### config.mk
export PLATFORM = sky130hd
export DESIGN_NAME = sws_supervisor
export DESIGN_NICKNAME = d
export VERILOG_FILES = /design/src/rtl/sws_supervisor.v
export VERILOG_INCLUDE_DIRS = /design/src /design/src/rtl
export SDC_FILE = /design/constraint.sdc
export NUM_CORES = 1
export LEC_CHECK = 0
export BUFFER_PORTS_ARGS = -buffer_cell sky130_fd_sc_hd__buf_2
export CAP_MARGIN = 20
export CELL_PAD_IN_SITES_DETAIL_PLACEMENT = 1
export CELL_PAD_IN_SITES_GLOBAL_PLACEMENT = 1
export CORE_MARGIN = 2
export CORE_UTILIZATION = 47
export CTS_BUF_LIST = sky130_fd_sc_hd__clkbuf_2 sky130_fd_sc_hd__clkbuf_4 sky130_fd_sc_hd__clkbuf_8
export DETAILED_ROUTE_END_ITERATION = 10
export PLACE_DENSITY_LB_ADDON = 0.08
export SLEW_MARGIN = 20
export SYNTH_ARGS = -nofsm -noshare
export SYNTH_HDL_FRONTEND = slang
export SYNTH_SLANG_ARGS = --single-unit
### constraint.sdc
create_clock -name clk -period 3.9 [get_ports clk]
set_clock_uncertainty 0.15 [all_clocks]
set_input_delay 0.585 -clock clk [delete_from_list [all_inputs] [get_ports clk]]
set_output_delay 0.585 -clock clk [all_outputs]
set_load 0.005 [all_outputs]
### src/rtl/sws_defs.vh
// constants for the service window supervisor: offsets, fields, reset values and timing
`ifndef SWS_DEFS_VH
`define SWS_DEFS_VH

// register offsets on the plain register port
`define SWS_OFS_SERVICE 4'h0
`define SWS_OFS_STATUS 4'h1
`define SWS_OFS_CONTROL 4'h2

// service_key_window field positions
`define SWS_SEL_HI 7
`define SWS_SEL_LO 6
`define SWS_KEY_HI 5
`define SWS_KEY_LO 1
`define SWS_CMEN_BIT 0

// status field positions
`define SWS_ST_PEND_BIT 0
`define SWS_ST_FAULT_BIT 1
`define SWS_ST_CMERR_BIT 2
`define SWS_ST_CONF_BIT 3
`define SWS_ST_RUN_BIT 4

// control field positions
`define SWS_CTL_CLOCK_DELAY_BIT_BIT 0

// fixed key and reset values
`define SWS_KEY 5'h0C
`define SWS_KEY_READ 5'h00
`define SWS_SEL_RST 2'h3
`define SWS_CMEN_RST 1'b1
`define SWS_CLOCK_DELAY_BIT_RST 1'b0

// window limits in instruction cycles
`define SWS_LOWER_CYC 17'h00800
`define SWS_UPPER_8K 17'h02000
`define SWS_UPPER_16K 17'h04000
`define SWS_UPPER_32K 17'h08000
`define SWS_UPPER_64K 17'h10000

// fault pin hold after the pin is seen low or the clock recovers, instruction cycles
`define SWS_HOLD_CYC 5'h10

// idle timer width and the bit whose toggle sets the pending flag
`define SWS_IDLE_W 13
`define SWS_IDLE_BIT 12

// clock monitor: longest allowed gap between instruction cycles
`define SWS_CLK_MHZ 125
`define SWS_CM_LIMIT_US 1000

`endif

### src/rtl/sws_supervisor.v
// service window supervisor with clock monitor, idle timer and open-drain fault pin
`timescale 1ns/1ns
`include "sws_defs.vh"
`default_nettype none

// operation overview
// all window, hold and idle counts advance on instr_cycle pulses only,
// so the block follows the core's instruction rate, not the system clock.
//
// configuration
// after reset the window select is at its largest code and the monitor is on.
// the first keyed write to the service register loads select and monitor enable.
// from then on both fields are frozen until the next reset.
// a first write with a wrong key is an error, like any later bad write.
//
// service window
// the window counter restarts on every accepted service.
// a later service must match select, key and monitor enable exactly.
// a later service before the lower limit counts as an error.
// the first service after reset has no lower limit at all.
// reaching the selected upper limit without a service is an error.
// the counter holds its value while an error is being signalled.
//
// fault pin
// the pin is open drain: the block only ever drives it low.
// fault_pin_oe high means the pin is pulled low by this block.
// the hold count starts only once the sensed pin level is low,
// so a heavily loaded pin still gets the full low time.
// after the hold the pin is released and the block waits for it to rise.
// a pin that never rises keeps the window stopped; a pull-up is needed.
// service writes are ignored from the error until the pin is seen high.
//
// clock monitor
// it counts system clocks since the last instruction cycle pulse.
// a gap longer than the limit raises the clock error.
// the error clears on the next pulse, then the normal hold follows.
// the monitor keeps running in halt and idle, so a stuck halt is reported.
// with the monitor disabled by the first write no clock error is raised.
//
// low power modes
// the window counter is frozen while halt or idle is high.
// leaving idle restarts the window, so the lower limit applies again.
// leaving halt restarts the window unless the rc option is fitted
// and the clock delay bit is clear; then the count simply resumes.
//
// idle timer
// it is a free running counter of instruction cycles, never reset.
// its pending flag is set whenever its top bit toggles.
// software clears the flag by writing one to the status register.
// a set and a clear in the same cycle leave the flag set.
//
// register port
// reads return data in the cycle after the read strobe and zero otherwise.
// the key field of the service register always reads as zero.
// unmapped addresses read as zero and ignore writes.

module sws_supervisor #(
  parameter ADDR_W = 4,
  parameter [16:0] CM_LIMIT_CYC = `SWS_CM_LIMIT_US * `SWS_CLK_MHZ
) (
  input wire clk, // system clock, 125 MHz
  input wire sys_rst, // synchronous reset, active high
  input wire instr_cycle, // one-clock pulse per instruction cycle
  input wire halt_mode, // core is in halt mode
  input wire idle_mode, // core is in idle mode
  input wire rc_osc_opt, // single-pin rc oscillator option fitted
  input wire [ADDR_W-1:0] reg_addr, // register address
  input wire [7:0] reg_wdata, // register write data
  input wire reg_wr, // write strobe
  input wire reg_rd, // read strobe
  output wire [7:0] reg_rdata, // read data, valid the cycle after reg_rd
  input wire fault_pin_i, // sensed level of the fault pin
  output wire fault_pin_o, // driven level of the fault pin, always low
  output wire fault_pin_oe, // high while the fault pin is pulled low
  output wire idle_timer_pending // idle timer pending flag
);

  // fault pin states
  localparam [1:0] ST_IDLE = 2'h0;
  localparam [1:0] ST_DRIVE = 2'h1;
  localparam [1:0] ST_HOLD = 2'h2;
  localparam [1:0] ST_REL = 2'h3;

  // upper window limit for a select code
  function [16:0] upper_lim;
    input [1:0] sel;
    begin
      case (sel)
        2'h0: upper_lim = `SWS_UPPER_8K;
        2'h1: upper_lim = `SWS_UPPER_16K;
        2'h2: upper_lim = `SWS_UPPER_32K;
        default: upper_lim = `SWS_UPPER_64K;
      endcase
    end
  endfunction

  // register address decode, used by both the write and read paths
  function hit;
    input [ADDR_W-1:0] addr;
    input [3:0] ofs;
    begin
      hit = (addr == ofs[ADDR_W-1:0]);
    end
  endfunction

  reg [1:0] sel_ff;
  reg cmen_ff;
  reg conf_ff;
  reg clock_delay_bit_ff;
  reg [16:0] wd_cnt_ff;
  reg [16:0] nxt_wd_cnt;
  reg [1:0] st_ff;
  reg [1:0] nxt_st;
  reg [4:0] hold_ff;
  reg [4:0] nxt_hold;
  reg oe_ff;
  reg nxt_oe;
  reg out_lvl_ff;
  reg [16:0] gap_ff;
  reg cm_err_ff;
  reg halt_d_ff;
  reg idle_d_ff;
  reg [`SWS_IDLE_W-1:0] idle_cnt_ff = {`SWS_IDLE_W{1'b0}};
  reg pend_ff;
  reg [7:0] rdata_ff;
  reg [7:0] nxt_rdata;
  reg win_restart;

  wire [16:0] upper;
  wire win_run;
  wire svc_wr;
  wire key_ok;
  wire fields_ok;
  wire early;
  wire svc_ok;
  wire svc_bad;
  wire timeout;
  wire sup_err;
  wire halt_exit;
  wire idle_exit;
  wire halt_reload;
  wire pend_set;
  wire pend_clr;

  assign upper = upper_lim(sel_ff);
  // the window only runs when no fault is under way and the core is awake
  assign win_run = (st_ff == ST_IDLE) && !halt_mode && !idle_mode;
  // a service is only looked at while the window runs: no fault under way, core awake
  assign svc_wr = reg_wr && hit(reg_addr, `SWS_OFS_SERVICE) && win_run;
  assign key_ok = (reg_wdata[`SWS_KEY_HI:`SWS_KEY_LO] == `SWS_KEY);
  assign fields_ok = key_ok && (reg_wdata[`SWS_SEL_HI:`SWS_SEL_LO] == sel_ff)
                     && (reg_wdata[`SWS_CMEN_BIT] == cmen_ff);
  // no lower limit before the first service after reset
  assign early = conf_ff && (wd_cnt_ff < `SWS_LOWER_CYC);
  assign svc_ok = svc_wr && (conf_ff ? (fields_ok && !early) : key_ok);
  assign svc_bad = svc_wr && !svc_ok;
  assign timeout = win_run && instr_cycle && ((wd_cnt_ff + 17'h00001) == upper);
  assign sup_err = svc_bad || timeout;
  assign halt_exit = halt_d_ff && !halt_mode;
  assign idle_exit = idle_d_ff && !idle_mode;
  // rc option with the delay bit clear keeps the count across halt
  assign halt_reload = halt_exit && !(rc_osc_opt && !clock_delay_bit_ff);
  assign pend_set = instr_cycle && (idle_cnt_ff[`SWS_IDLE_BIT-1:0] == {`SWS_IDLE_BIT{1'b1}});
  assign pend_clr = reg_wr && hit(reg_addr, `SWS_OFS_STATUS) && reg_wdata[`SWS_ST_PEND_BIT];

  // configuration: loaded once by the first keyed write, then frozen
  always @(posedge clk) begin
    if (sys_rst) begin
      sel_ff <= `SWS_SEL_RST;
      cmen_ff <= `SWS_CMEN_RST;
      conf_ff <= 1'b0;
    end else if (svc_ok && !conf_ff) begin
      sel_ff <= reg_wdata[`SWS_SEL_HI:`SWS_SEL_LO];
      cmen_ff <= reg_wdata[`SWS_CMEN_BIT];
      conf_ff <= 1'b1;
    end
  end

  // clock delay control bit
  always @(posedge clk) begin
    if (sys_rst) begin
      clock_delay_bit_ff <= `SWS_CLOCK_DELAY_BIT_RST;
    end else if (reg_wr && hit(reg_addr, `SWS_OFS_CONTROL)) begin
      clock_delay_bit_ff <= reg_wdata[`SWS_CTL_CLOCK_DELAY_BIT_BIT];
    end
  end

  // window counter: restarted by services, pin release, idle exit and halt reload
  always @* begin
    nxt_wd_cnt = wd_cnt_ff;
    if (win_restart || svc_ok || idle_exit || halt_reload) begin
      nxt_wd_cnt = 17'h00000;
    end else if (win_run && instr_cycle && !timeout) begin
      nxt_wd_cnt = wd_cnt_ff + 17'h00001;
    end
  end

  always @(posedge clk) begin
    if (sys_rst) begin
      wd_cnt_ff <= 17'h00000;
    end else begin
      wd_cnt_ff <= nxt_wd_cnt;
    end
  end

  // halt and idle edge detection
  always @(posedge clk) begin
    if (sys_rst) begin
      halt_d_ff <= 1'b0;
      idle_d_ff <= 1'b0;
    end else begin
      halt_d_ff <= halt_mode;
      idle_d_ff <= idle_mode;
    end
  end

  // clock monitor: counts system clocks since the last instruction cycle
  always @(posedge clk) begin
    if (sys_rst) begin
      gap_ff <= 17'h00000;
      cm_err_ff <= 1'b0;
    end else begin
      if (instr_cycle) begin
        gap_ff <= 17'h00000;
      end else if (gap_ff != CM_LIMIT_CYC) begin
        gap_ff <= gap_ff + 17'h00001;
      end
      // still runs in halt and idle, so a stopped clock is reported
      cm_err_ff <= cmen_ff && !instr_cycle && (gap_ff == CM_LIMIT_CYC);
    end
  end

  // fault pin sequencer shared by both error sources
  always @* begin
    nxt_st = st_ff;
    nxt_hold = hold_ff;
    nxt_oe = oe_ff;
    win_restart = 1'b0;
    case (st_ff)
      ST_IDLE: begin
        if (sup_err || cm_err_ff) begin
          nxt_st = ST_DRIVE;
          nxt_oe = 1'b1;
        end
      end
      ST_DRIVE: begin
        nxt_hold = 5'h00;
        if (!fault_pin_i && !cm_err_ff) begin
          nxt_st = ST_HOLD;
        end
      end
      ST_HOLD: begin
        if (cm_err_ff) begin
          nxt_st = ST_DRIVE;
        end else if (instr_cycle) begin
          nxt_hold = hold_ff + 5'h01;
          if (hold_ff == `SWS_HOLD_CYC - 5'h01) begin
            nxt_st = ST_REL;
            nxt_oe = 1'b0;
          end
        end
      end
      ST_REL: begin
        if (cm_err_ff) begin
          nxt_st = ST_DRIVE;
          nxt_oe = 1'b1;
        end else if (fault_pin_i) begin
          nxt_st = ST_IDLE;
          win_restart = 1'b1;
        end
      end
      default: begin
        nxt_st = ST_IDLE;
        nxt_oe = 1'b0;
      end
    endcase
  end

  always @(posedge clk) begin
    if (sys_rst) begin
      st_ff <= ST_IDLE;
      hold_ff <= 5'h00;
      oe_ff <= 1'b0;
      out_lvl_ff <= 1'b0;
    end else begin
      st_ff <= nxt_st;
      hold_ff <= nxt_hold;
      oe_ff <= nxt_oe;
      out_lvl_ff <= 1'b0;
    end
  end

  // idle timer: free running, never cleared by reset
  always @(posedge clk) begin
    if (instr_cycle) begin
      idle_cnt_ff <= idle_cnt_ff + {{(`SWS_IDLE_W-1){1'b0}}, 1'b1};
    end
  end

  // pending flag: set wins over a software clear
  always @(posedge clk) begin
    if (sys_rst) begin
      pend_ff <= 1'b0;
    end else if (pend_set) begin
      pend_ff <= 1'b1;
    end else if (pend_clr) begin
      pend_ff <= 1'b0;
    end
  end

  // read mux, data returned one cycle after the strobe
  always @* begin
    nxt_rdata = 8'h00;
    if (reg_rd) begin
      if (hit(reg_addr, `SWS_OFS_SERVICE)) begin
        nxt_rdata[`SWS_SEL_HI:`SWS_SEL_LO] = sel_ff;
        nxt_rdata[`SWS_KEY_HI:`SWS_KEY_LO] = `SWS_KEY_READ;
        nxt_rdata[`SWS_CMEN_BIT] = cmen_ff;
      end else if (hit(reg_addr, `SWS_OFS_STATUS)) begin
        nxt_rdata[`SWS_ST_PEND_BIT] = pend_ff;
        nxt_rdata[`SWS_ST_FAULT_BIT] = oe_ff;
        nxt_rdata[`SWS_ST_CMERR_BIT] = cm_err_ff;
        nxt_rdata[`SWS_ST_CONF_BIT] = conf_ff;
        nxt_rdata[`SWS_ST_RUN_BIT] = win_run;
      end else if (hit(reg_addr, `SWS_OFS_CONTROL)) begin
        nxt_rdata[`SWS_CTL_CLOCK_DELAY_BIT_BIT] = clock_delay_bit_ff;
      end
    end
  end

  always @(posedge clk) begin
    if (sys_rst) begin
      rdata_ff <= 8'h00;
    end else begin
      rdata_ff <= nxt_rdata;
    end
  end

  // outputs straight from flops
  assign reg_rdata = rdata_ff;
  assign fault_pin_o = out_lvl_ff;
  assign fault_pin_oe = oe_ff;
  assign idle_timer_pending = pend_ff;

endmodule // sws_supervisor

`default_nettype wire

======== Word level (Yosys, flattened, before mapping) ========
Cells that the tools add are included.
operators by class
  eq/ne operators ......................... 24
  mux-type cells .......................... 27
  add/subtract/negate cells ............... 4
  magnitude comparators ................... 1
  bitwise logic cells ..................... 3
  reduce and logical (&&, ||, !) cells .... 55
operators with widths
  cell                     count
  $pmux W17 S3             1
  $add A17 B1 Y17 const B  2
  $logic_and A1 B1 Y1      25
  $eq A17 B17 Y1           1
  $eq A17 B17 Y1 const B   1
  $lt A17 B12 Y1 const B   1
  $ne A17 B17 Y1 const B   1
  $mux W1                  14
  $mux W2                  7
  $add A13 B1 Y13 const B  1
  $eq A12 B12 Y1 const B   1
  $logic_not A1 Y1         11
  $eq A5 B4 Y1 const B     2
  $mux W5                  2
  $ne A2 B2 Y1 const B     5
  $pmux W5 S2              1
  $ne A3 B3 Y1 const B     3
  $pmux W2 S4              1
  $eq A2 B2 Y1 const B     3
  $reduce_and A6 Y1        1
  $reduce_or A2 Y1         3
  $add A5 B1 Y5 const B    1
  $logic_or A1 B1 Y1       5
  $reduce_and A5 Y1        1
  other kinds (15)         20
word-level totals
  output and inout bits ................... 11
  word-level logic and storage cells ...... 131
  flip-flop bits (word level) ............. 72

======== Longest topological paths before layout ========
Gate-level depths: netlist of run 1.
  depth in word-level cells ............... 12
  mapped depth ............................ 10
  depth with buffers taken out ............ 8

======== Least setup slack after synthesis of run 1 ========
No wires, ideal clock.
  path kind ............................... register to register
  start point ............................. register wd_cnt_ff[0]
  end point ............................... register st_ff[0]
  clock period less this slack ............ 3.029 ns
  data arrival time ....................... 2.791 ns
  path buffers ............................ 1
  path slack .............................. 0.871 ns
  cell stages (with the launch flop) ...... 10
  cell sequence ........................... dfxtp_1 ha_1 nand4_4 nor4_4 mux2i_1 or4b_4 nor4_4 buf_6 a221oi_2 a311oi_2
between the ends
  longest elaborated chain between the ends .. 12
  elaborated cells on any way between the ends .. 15
  classes of those cells .................. add/sub (1); order compare (1); eq/ne (2); mux (1); reduce/logical (10)
ends and longest elaborated chain
  element                          RTL line              RTL
  start: declaration               sws_supervisor.v:110  reg [16:0] wd_cnt_ff;
  start signal: assignment         sws_supervisor.v:202  wd_cnt_ff <= nxt_wd_cnt;
  $lt A17 B12 Y1 (no line)         --
  $logic_and A1 B1 Y1              sws_supervisor.v:154  assign early = conf_ff && (wd_cnt_ff < `SWS_LOWER_CYC);
  $logic_not A1 Y1                 sws_supervisor.v:155  assign svc_ok = svc_wr && (conf_ff ? (fields_ok && !early) : key_ok);
  $logic_and A1 B1 Y1              sws_supervisor.v:155
  $mux W1                          sws_supervisor.v:155
  $logic_and A1 B1 Y1              sws_supervisor.v:155
  $logic_not A1 Y1                 sws_supervisor.v:156  assign svc_bad = svc_wr && !svc_ok;
  $logic_and A1 B1 Y1              sws_supervisor.v:156
  $logic_or A1 B1 Y1 (*)           sws_supervisor.v:158  assign sup_err = svc_bad || timeout;
  $logic_or A1 B1 Y1 (*)           sws_supervisor.v:241  if (sup_err || cm_err_ff) begin
  $ne A2 B1 Y1 (no line) (*)       --
  $reduce_and A5 Y1 (no line) (*)  --
  end signal: assignment           sws_supervisor.v:286  st_ff <= nxt_st;
  end: declaration                 sws_supervisor.v:112  reg [1:0] st_ff;
Mark *: on every way between the ends. The rest lies on a longest branch, timed or not.
A chain may end at the register's enable or synchronous reset.

======== Final worst setup path of run 1 ========
Same ends and word-level chain as after synthesis.

==> results of run 1 <==
synth_stat cells (all sizes together), types with 2 or more instances:
library cell  count  share of area [%]
nor3             21                2.7
and3              6               0.98
edfxtp           12                9.4
o21ai            10                1.7
nor4b             2               0.46
mux2i             3               0.78
xor2             17                3.9
o211ai            7                1.4
dfxtp            58                 30
or4              12                2.5
inv              13                1.3
o21a              3               0.59
nor2             37                3.6
nor2b             3               0.49
buf              17                3.2
nor4             13                3.1
clkbuf           10                1.0
nand2            44                4.3
and2              7                1.1
and4              4               0.95
o31ai             7                1.5
or4b              3               0.88
xnor2            17                3.9
nand3            28                3.8
nand4            13                2.7
ha                7                2.3
a21oi            24                3.6
or3               7                1.1
or2               3               0.49
a21boi            2               0.39
o41ai             2               0.46
o31a              2               0.46
a31oi             2               0.33
a211oi            2               0.39
cells by family after synthesis:
group,count (synthesis),synth area share [%]
fa+ha+maj,7,2.28
buf+inv,40,5.51
simple gates,207,30.1
other cells,1,0.0977
mux,4,1.08
flops,70,39.6
compound gates,69,13.0
xor+xnor,35,8.35
worst max path at each step:
stage / start / to / slack (ps) / cells after the start
finish: wd_cnt_ff[0] / st_ff[0] / 550 / 9
CTS: wd_cnt_ff[0] / st_ff[0] / 560 / 9
floorplan: wd_cnt_ff[0] / st_ff[0] / 870 / 9
global placement: wd_cnt_ff[0] / st_ff[0] / 740 / 9
global route: wd_cnt_ff[0] / st_ff[0] / 290 / 9
detailed placement: wd_cnt_ff[0] / st_ff[0] / 570 / 9
metrics by stage:
stage | power, mW | area, sq um | utilization [%] | setup WS [ps] | instances
final | 1.67 | 4200 | 53.8 | 548 | 558
after global routing | 1.74 | 4200 | 53.8 | 289 | 558
after CTS | 1.69 | 4200 | 53.8 | 557 | 558
after detailed placement | 1.02 | 3980 | 51.0 | 574 | 542
after global placement | 1.01 | 3980 | 51.0 | 736 | 542
after floorplan | 0.955 | 3840 | - | 871 | 434
routing by layer:
metal | GRT usage (%) | routed length [um]
met1 | 28.8 | 4300
met2 | 38.1 | 4510
met3 | 3.51 | 189
met4 | 9.18 | 144
met5 | 0 | 0
cell type report:
cell class                 count  area (sq um)  area share [%]
sequential                    70          1520            36.2
clock buffer                   9           124            2.95
clock inverter                 7          97.6            2.32
inverter                      13          48.8            1.16
timing repair buffer          33           175            4.17
multi-input combinational    324          2110            50.2
tap                          102           128            3.04
flip-flops by register name (all words and copies together), names as in the netlist, 2 cells and up:
name,count
wd_cnt_ff,17
reg_rdata,7
gap_ff,17
hold_ff,5
sel_ff,2
idle_cnt_ff,12
st_ff,2
power by group through the flow:
stage	clock network (mW)	registers [mW]	logic, mW
2_1_floorplan	0	0.802	0.152
3_3_place_gp	0	0.819	0.190
3_5_place_dp	0	0.821	0.200
4_1_cts	0.682	0.805	0.202
5_1_grt	0.704	0.810	0.224
6_report	0.666	0.805	0.200
layout by cell type, fill, tap and decap left out, types with 3 or more instances in the layout:
cell      count
dfxtp_1      58
nand4_1      11
o21ai_0       6
a21oi_2       5
a21oi_1      19
nor3_1       21
o21a_1        3
and3_1        6
and2_1        7
nor2_1       37
xor2_1       17
buf_2        29
or3_1         7
o31ai_1       6
or2_2         3
o211ai_1      7
edfxtp_1     12
nor2b_1       3
mux2i_1       3
o21ai_2       4
nand2_1      44
or4_2         6
or4_1         6
buf_4         4
clkbuf_8      9
xnor2_1      17
inv_1        13
nand3_1      27
and4_1        3
nor4_1       10
ha_1          7
==> run summary, run 1 <==
=========================================================================================
Syn avg cell area                                                              8.86 sq um
Number of setup violations in the final report                                          0
Number of global-route vias before repair                                            3273
First-pass GRT wire length                                                        15.8 mm
Final layout net count                                                                479
Slew @ Worst Pin                                                                   773 ps
Ant diodes                                                                              0
Total power per unit cell area                                                398 nW/um^2
Rel. slew slack                                                                     48.0%
Total iterations of the first detailed-routing run                                      4
Fraction of power consumed by sequential logic                                      48.2%
Dominant cell type by count on the critical path                                   nor4_4
Leakage component of the power                                                    1.51 nW
Cell chosen for the clock root                                                   clkbuf_8
Library cells used by synthesis                                                        64
Reg2Reg Launch Point                                                         wd_cnt_ff[0]
Final Hold Violating Endpoints                                                          0
CTS max path bufs                                                                       2
Clock-pin transition on the worst setup and hold timing paths                       80 ps
Ratio of final minimum period to clock period                                       85.9%
Detailed Route WL                                                                 9.15 mm
Summed negative setup slack over all endpoints                                       0 ps
IO buf count                                                                           29
Via-to-Cell Ratio                                                                    5.80
Total core area                                                                7810 sq um
Signal arrival time at the worst endpoint                                         3470 ps
Y dimension of the die                                                            94.4 um
Cell internal pwr                                                                 1.20 mW
Worst-case hold slack                                                              321 ps
Clock power share                                                                   39.9%
Capturing element type of the critical path                                          flop
Primary flip-flop cell chosen by synthesis mapping                                dfxtp_1
Flop2flop setup slack                                                              550 ps
Count of state elements after synthesis                                                70
Largest net degree at the start of global routing                                      23
Number of buffers created by CTS                                                        9
Cell area after technology mapping                                             3840 sq um
Number of vias after detailed routing                                                3235
Proportion of register bits with asynchronous set or reset after synthesis             0%
Post-synthesis instance total                                                         433
Layout overhead on the synthesized area                                             9.52%
Cell with the biggest individual delay on the critical path                        or4b_4
Setup repair after global routing missed its margin                                    no
Worst r2r path cells                                                                    9
Number of buffers added to fix hold violations after cts                                0
Half-perimeter wire length after detailed placement                               6.60 mm
Switching part of the total                                                         28.1%
Final Max Tran Viols                                                                    0
Post-CTS repair timing setup buffer count                                               0
Gr usage total                                                                      22.5%
Starting Density                                                                    49.2%
Clock Latency Late Sink                                                            360 ps
Final min period                                                                  3350 ps
Kind of start point of the critical path                                             flop
TritonCTS clock tree                                                                  yes
Number of DRC violations after detailed routing                                         0
Fmax                                                                            0.298 GHz
Initial antenna violation count                                                         0
Detailed-route wire length per cell                                               16.4 um
Post-CTS resize count                                                                   0
Critical path fanouts, max                                                             22
Combinational cell fraction of total power                                          12.0%
DIE AREA                                                                       8900 sq um
Critical setup path kind                                                          reg2reg
Series of cell instances along the critical path                             ha_1, nand4_4, nor4_4, mux2i_1, or4b_4, nor4_4, buf_4, a221oi_2, a311oi_2
Cell count of the worst hold path                                                       2
Delay contributed by the slowest stage of the critical path                        560 ps
Result of the run                                                            complete, no violations
Number of H-tree levels                                                                 3
Die width                                                                         94.4 um
Proportion of synthesized chip area in sequential cells                             39.6%
End point of the worst hold path                                                halt_d_ff
Clock sink count                                                                       70
Max_cap viols                                                                           0
Total of fill cells in the finished design                                            953
Reg-to-Reg End                                                                   st_ff[0]
Starting DRT DRC Count                                                                107
Placer congestion estimate                                                          0.814
Number of enable-type register cells in the synthesized netlist                        12
Worst Hold Class                                                                   in2reg
Number of warning messages in the yosys log                                             0
CP Data Required Time                                                             4020 ps
Antenna Violating Nets Remaining                                                        0
Top-Level Pins                                                                         32
Worst voltage drop across the vdd grid                                           0.216 mV
Largest delay share family, worst path                                       simple AND/OR/NAND/NOR gates
Overflow left after global routing                                                      0
Hold wc startpoint                                                              halt_mode
Layout cell share with drive strength beyond 1                                      17.8%
Worst path bufs/invs                                                                    1
Net switching power of the design                                                0.469 mW
Site Rows                                                                              32
=========================================================================================
Note: power is estimated with default switching activity, not from simulation.
==> run 2: changes to the inputs <==
- ABC_AREA: not set -> 1
- CORE_UTILIZATION: 47 -> 45
==> run summary, run 2 <==
=========================================================================================
Worst Hold Class                                                                  reg2reg   was in2reg
Simple-gate share of the synthesized area                                           31.2%   was 30.1%
Detailed Route WL                                                                 9.02 mm   was 9.15 mm
Syn avg cell area                                                              7.28 sq um   was 8.86 sq um
Worst-case hold slack                                                              299 ps   was 321 ps
Total power                                                                       1.77 mW   was 1.67 mW
Max_cap viols                                                                           0   unchanged
Reg-to-Reg End                                                               wd_cnt_ff[12]   was st_ff[0]
Slew @ Worst Pin                                                                   767 ps   was 773 ps
Kind of start point of the critical path                                             flop   unchanged
Critical path fanouts, max                                                             21   was 22
Registers with the most flip-flops                                           gap_ff: 17 flops, wd_cnt_ff: 17 flops, idle_cnt_ff: 12 flops   unchanged
Fraction of power consumed by sequential logic                                      47.3%   was 48.2%
Detailed-route wire length per cell                                               13.8 um   was 16.4 um
Parity-gate share of the synthesized area counting xor and xnor cells               6.00%   was 8.35%
Final Hold Violating Endpoints                                                          0   unchanged
IO buf count                                                                           29   unchanged
Total iterations of the first detailed-routing run                                      4   unchanged
Net switching power of the design                                                0.525 mW   was 0.469 mW
Number of buffers added to fix hold violations after cts                                0   unchanged
Half-perimeter wire length after detailed placement                               6.91 mm   was 6.60 mm
Clock power share                                                                   36.1%   was 39.9%
CTS max path bufs                                                                       2   unchanged
Number of global-route vias before repair                                            3332   was 3273
Adder and majority gate portion of the synthesized area                             2.36%   was 2.28%
Ant diodes                                                                              0   unchanged
Commonest cells post-synth                                                   97 x nand2_1, 78 x nor2_1, 66 x inv_1   was 58 x dfxtp_1, 44 x nand2_1, 37 x nor2_1
Signal arrival time at the worst endpoint                                         2770 ps   was 3470 ps
Rel. slew slack                                                                     48.7%   was 48.0%
Post-synthesis instance total                                                         510   was 433
Most frequent cells in the layout                                            97 x nand2_1, 78 x nor2_1, 66 x inv_1   was 58 x dfxtp_1, 44 x nand2_1, 37 x nor2_1
Critical Path Start                                                          wd_cnt_ff[1]   was wd_cnt_ff[0]
End point of the worst hold path                                             reg_rdata[1]   was halt_d_ff
Worst voltage drop across the vdd grid                                           0.228 mV   was 0.216 mV
DIE AREA                                                                       8990 sq um   was 8900 sq um
Reg2Reg Launch Point                                                         wd_cnt_ff[1]   was wd_cnt_ff[0]
Cell internal pwr                                                                 1.24 mW   was 1.20 mW
Commonest non-fill, non-tap cell in the layout                                    nand2_1   was dfxtp_1
Flop2flop setup slack                                                             1230 ps   was 550 ps
Capturing element type of the critical path                                          flop   unchanged
Proportion of synthesized chip area in sequential cells                             41.0%   was 39.6%
Cell chosen for the clock root                                                   clkbuf_8   unchanged
Primary flip-flop cell chosen by synthesis mapping                                dfxtp_1   unchanged
Hold wc startpoint                                                           fault_pin_oe   was halt_mode
Gr usage total                                                                      21.5%   was 22.5%
Site Rows                                                                              33   was 32
Top cell type by total area after synthesis                                       dfxtp_1   unchanged
Clock sink count                                                                       70   unchanged
Number of DRC violations after detailed routing                                         0   unchanged
Clock Latency Late Sink                                                            350 ps   was 360 ps
Final layout net count                                                                570   was 479
Cell area after technology mapping                                             3710 sq um   was 3840 sq um
Die width                                                                         94.8 um   was 94.4 um
Antenna Violating Nets Remaining                                                        0   unchanged
Share of the synthesized area in compound gates (AO/OA/AOI/OAI)                     10.6%   was 13.0%
Total core area                                                                8090 sq um   was 7810 sq um
Synth top area cells                                                         dfxtp_1 31%, nand2_1 9.8%, edfxtp_1 9.7%   was dfxtp_1 30%, edfxtp_1 9.4%, nand2_1 4.3%
Summed negative setup slack over all endpoints                                       0 ps   unchanged
Post-synthesis mux area share                                                          0%   was 1.08%
Fmax                                                                            0.374 GHz   was 0.298 GHz
Overflow left after global routing                                                      0   unchanged
Final Max Tran Viols                                                                    0   unchanged
Leakage component of the power                                                    1.63 nW   was 1.51 nW
Clock-pin transition on the worst setup and hold timing paths                       80 ps   about the same
Starting DRT DRC Count                                                                 93   was 107
Initial antenna violation count                                                         0   unchanged
Switching part of the total                                                         29.7%   was 28.1%
Worst r2r path cells                                                                   16   was 9
Ratio of final minimum period to clock period                                       68.6%   was 85.9%
Area share of the largest cell type after synthesis                                 31.3%   was 30.3%
Result of the run                                                            complete, no violations   unchanged
Placer congestion estimate                                                          0.843   was 0.814
Via-to-Cell Ratio                                                                    5.14   was 5.80
Number of vias after detailed routing                                                3349   was 3235
CP Data Required Time                                                             3990 ps   was 4020 ps
Final min period                                                                  2670 ps   was 3350 ps
Library cells used by synthesis                                                        35   was 64
Number of warning messages in the yosys log                                             0   unchanged
Post-CTS repair timing setup buffer count                                               0   unchanged
Combinational cell fraction of total power                                          16.6%   was 12.0%
Largest net degree at the start of global routing                                      22   was 23
Number of enable-type register cells in the synthesized netlist                        12   unchanged
Number of H-tree levels                                                                 3   unchanged
Number of setup violations in the final report                                          0   unchanged
Top-Level Pins                                                                         32   unchanged
Layout overhead on the synthesized area                                             11.5%   was 9.52%
Number of buffers created by CTS                                                        9   unchanged
Dominant cell type by count on the critical path                                  nand2_1   was nor4_4
Proportion of register bits with asynchronous set or reset after synthesis             0%   unchanged
Critical setup path kind                                                          reg2reg   unchanged
Series of cell instances along the critical path                             ha_1, nand3_1, nor2_1, nand3_1, nand2_1, nand2_1, nand2_1, nand2_1, inv_1, nand2_1, nor2_2, nand2_2, nand2_4, inv_2, o21ai_0, nor2_1   was ha_1, nand4_4, nor4_4, mux2i_1, or4b_4, nor4_4, buf_4, a221oi_2, a311oi_2
Y dimension of the die                                                            94.8 um   was 94.4 um
TritonCTS clock tree                                                                  yes   unchanged
Cell with the biggest individual delay on the critical path                       dfxtp_1   was or4b_4
Delay contributed by the slowest stage of the critical path                        440 ps   was 560 ps
Layout cell share with drive strength beyond 1                                      13.0%   was 17.8%
Post-CTS resize count                                                                   0   unchanged
Starting Density                                                                    45.9%   was 49.2%
Dominant combinational cell family by area after synthesis                   simple AND/OR/NAND/NOR gates   unchanged
Setup repair after global routing missed its margin                                    no   unchanged
Count of state elements after synthesis                                                70   unchanged
Cell count of the worst hold path                                                       2   unchanged
Total power per unit cell area                                                428 nW/um^2   was 398 nW/um^2
First-pass GRT wire length                                                        15.2 mm   was 15.8 mm
Count leader, synth                                                               nand2_1   was dfxtp_1
=========================================================================================
==> run 2: cell types whose count changed in the layout (fill, tap and decap cells not counted), sizes merged, moves of 7 or more <==
| cell | delta |
|---|---|
| xnor2 | -7 |
| xor2 | -7 |
| or4 | -12 |
| and2 | -7 |
| inv | +57 |
| nor2 | +53 |
| o21ai | +18 |
| o31ai | -7 |
| a21oi | +9 |
| or3 | -7 |
| nand2 | +62 |
==> run 2: cell families (layout without fill, tap and decap cells) <==
| logic type | Yosys count | count (layout) |
|---|---|---|
| flops | 70 | 70 |
| other cells | 1 | 2 |
| simple gates | 260 | 260 |
| compound gates | 71 | 71 |
| xor+xnor | 22 | 22 |
| buf+inv | 79 | 115 |
| fa+ha+maj | 7 | 7 |
==> run 2: cell type report <==
type,count,area (sq um)
clock buffer,9,124
clock inverter,7,87.6
fill,1079,3950
inverter,70,263
multi-input combinational,362,1870
sequential,70,1520
tap,105,131
timing repair buffer,29,145
==> run 2: power groups by stage <==
stage               clock network, mW  registers, mW  logic (mW)
detailed placement                  0          0.854       0.294
floorplan                           0          0.842       0.225
global route                    0.690          0.846       0.345
CTS                             0.657          0.837       0.297
finish                          0.640          0.837       0.294
global placement                    0          0.851       0.284
==> run 2: routing by layer <==
layer | GRT usage (%) | part of all wire [%]
met5 | 0 | 0
met4 | 6.88 | 1.4
met3 | 3.99 | 1.9
met2 | 38.1 | 51
met1 | 26.3 | 46
==> run 2: metrics by stage <==
stage	instances	util [%]	instance area (sq um)	setup WS (ps)
after floorplan	511	-	3710	1800
after global placement	636	48.5	3930	1420
after detailed placement	636	48.5	3930	1250
after CTS	652	51.1	4140	1220
after global routing	652	51.1	4140	900
final	652	51.1	4140	1230
==> run 2: worst max-delay path by stage <==
stage / end / slack, ps / cells past startpoint
detailed placement: wd_cnt_ff[12] / 1250 / 16
global placement: wd_cnt_ff[12] / 1420 / 16
global route: wd_cnt_ff[12] / 900 / 16
floorplan: wd_cnt_ff[8] / 1800 / 14
CTS: wd_cnt_ff[12] / 1220 / 16
finish: wd_cnt_ff[12] / 1230 / 16
==> run 2: worst max-delay path, delay by kind of cell, from the launching register on <==
family	cells	cell delay [ps]
compound gates	1	180
flops	1	440
buf+inv	2	230
fa+ha+maj	1	280
simple gates	12	1300
==> run 3: changes to the inputs <==
- clock period: 3.9 -> 2.7 ns (I/O delays scaled with it)
==> run summary, run 3 (synthesis gave the netlist of run 2 again) <==
============================================================================
Placer congestion estimate                                             0.819   was 0.843
Largest net degree at the start of global routing                         21   was 22
Sequential Area                                                   1520 sq um   about the same
Number of H-tree levels                                                    3   unchanged
Half-perimeter wire length after detailed placement                  7.25 mm   was 6.91 mm
Final layout net count                                                   573   was 570
IO buf count                                                              29   unchanged
Worst voltage drop across the vdd grid                              0.404 mV   was 0.228 mV
Top-Level Pins                                                            32   unchanged
Overflow left after global routing                                         0   unchanged
Setup repair after global routing missed its margin                       no   unchanged
Starting Density                                                       45.9%   unchanged
Cell chosen for the clock root                                      clkbuf_8   unchanged
First-pass GRT wire length                                           15.8 mm   was 15.2 mm
Number of vias after detailed routing                                   3437   was 3349
Final Non-Filler Cells                                                   655   was 652
Clock Latency Late Sink                                               360 ps   was 350 ps
Critical path fanouts, max                                                20   was 21
Starting DRT DRC Count                                                   107   was 93
DIE AREA                                                          8990 sq um   unchanged
Worst Hold Class                                                      in2reg   was reg2reg
Post-placement worst setup slack                                      193 ps   was 1250 ps
Combined area of the multi-input logic cells                      1870 sq um   about the same
Total power per unit cell area                                   606 nW/um^2   was 428 nW/um^2
CTS max path bufs                                                          2   unchanged
Slew @ Worst Pin                                                      802 ps   was 767 ps
Detailed Route WL                                                    9.53 mm   was 9.02 mm
Number of global-route vias before repair                               3466   was 3332
Die width                                                            94.8 um   unchanged
Total of fill cells in the finished design                              1074   was 1079
Total iterations of the first detailed-routing run                         4   unchanged
CP Data Required Time                                                2830 ps   was 3990 ps
Kind of start point of the critical path                                flop   unchanged
Final min period                                                     2370 ps   was 2670 ps
Max_cap viols                                                              0   unchanged
Registers with the most flip-flops                              gap_ff: 17 flops, wd_cnt_ff: 17 flops, idle_cnt_ff: 12 flops   unchanged
Detailed-route wire length per cell                                  14.5 um   was 13.8 um
Number of setup violations in the final report                             0   unchanged
Capturing element type of the critical path                             flop   unchanged
Via-to-Cell Ratio                                                       5.25   was 5.14
Ratio of final minimum period to clock period                          87.9%   was 68.6%
Number of DRC violations after detailed routing                            0   unchanged
Ant diodes                                                                 0   unchanged
Rel. slew slack                                                        46.3%   was 48.7%
Most frequent cells in the layout                               97 x nand2_1, 77 x nor2_1, 66 x inv_1   was 97 x nand2_1, 78 x nor2_1, 66 x inv_1
Fmax                                                               0.421 GHz   was 0.374 GHz
Reg2Reg Launch Point                                            wd_cnt_ff[0]   was wd_cnt_ff[1]
Total core area                                                   8090 sq um   unchanged
Final Max Tran Viols                                                       0   unchanged
Critical Path Start                                             wd_cnt_ff[0]   was wd_cnt_ff[1]
Gr usage total                                                         22.3%   was 21.5%
Signal arrival time at the worst endpoint                            2500 ps   was 2770 ps
Worst-case hold slack                                                 154 ps   was 299 ps
Hold wc startpoint                                                 halt_mode   was fault_pin_oe
Final setup margin                                                    327 ps   was 1230 ps
Commonest non-fill, non-tap cell in the layout                       nand2_1   unchanged
Y dimension of the die                                               94.8 um   unchanged
Antenna Violating Nets Remaining                                           0   unchanged
Layout overhead on the synthesized area                                11.9%   was 11.5%
Clock-pin transition on the worst setup and hold timing paths          80 ps   about the same
Post-CTS repair timing setup buffer count                                  0   unchanged
Summed negative setup slack over all endpoints                          0 ps   unchanged
Final Hold Violating Endpoints                                             0   unchanged
Critical setup path kind                                             reg2reg   unchanged
Result of the run                                               complete, no violations   unchanged
Leakage component of the power                                       1.64 nW   was 1.63 nW
Number of buffers created by CTS                                           9   unchanged
Placed insts                                                             639   was 636
Initial antenna violation count                                            0   unchanged
Clock sink count                                                          70   unchanged
Layout cell share with drive strength beyond 1                         14.5%   was 13.0%
TritonCTS clock tree                                                     yes   unchanged
Site Rows                                                                 33   unchanged
============================================================================
## run 3: path summary, 6_finish.rpt
path	to	slack, ps	depth (start not counted)
min reg2reg	reg_rdata[1]	310	2
max reg2reg	wd_cnt_ff[14]	330	16
min	halt_d_ff	150	3
max	wd_cnt_ff[14]	330	16
## run 3: stage by stage
stage	util [%]	instance area, sq um	power, mW
final	51.3	4150	2.52
after global routing	51.3	4150	2.65
after CTS	51.2	4140	2.54
after detailed placement	48.8	3950	1.68
after global placement	48.8	3950	1.66
after floorplan	-	3710	1.54
## run 3: per-layer routing
metal	wire length (um)	up-vias	GRT usage [%]	part of all wire, %
met4	143	0	7.97	1.5
met5	0	-	0	0
met3	184	15	3.51	1.9
li1	-	1716	-	-
met1	4360	1679	27.1	46
met2	4840	27	39.8	51
## run 3: what timing repair did
action | in CTS | in global routing
setup endpoints to repair | 0 | 20
resized for setup | 0 | 4
hold buffers | 0 | 0
## run 3: where the power goes
part | total [mW] | switching, mW | internal (mW)
registers | 1.21 | 0.0750 | 1.14
clock network | 0.855 | 0.420 | 0.435
logic | 0.448 | 0.286 | 0.162
## run 3: critical path, stage by stage, from the launching register on
cell,delay [ps]
dfxtp_2,400
ha_1,230
nand2_1,80
nor2_2,180
nand2_2,100
nand2_1,70
nand2_1,70
nor2_1,90
nand2_1,60
nor2_1,100
nand2_1,70
nor2_2,130
nand2_2,80
nand2_4,70
buf_6,190
o21ai_1,100
a21oi_1,130
## run 3: final cells by class
| type | count | share of cell area [%] |
|---|---|---|
| sequential | 70 | 36.7 |
| clock buffer | 10 | 3.16 |
| multi-input combinational | 362 | 45.0 |
| inverter | 70 | 6.33 |
| timing repair buffer | 32 | 4.13 |
| clock inverter | 6 | 1.48 |
| tap | 105 | 3.16 |
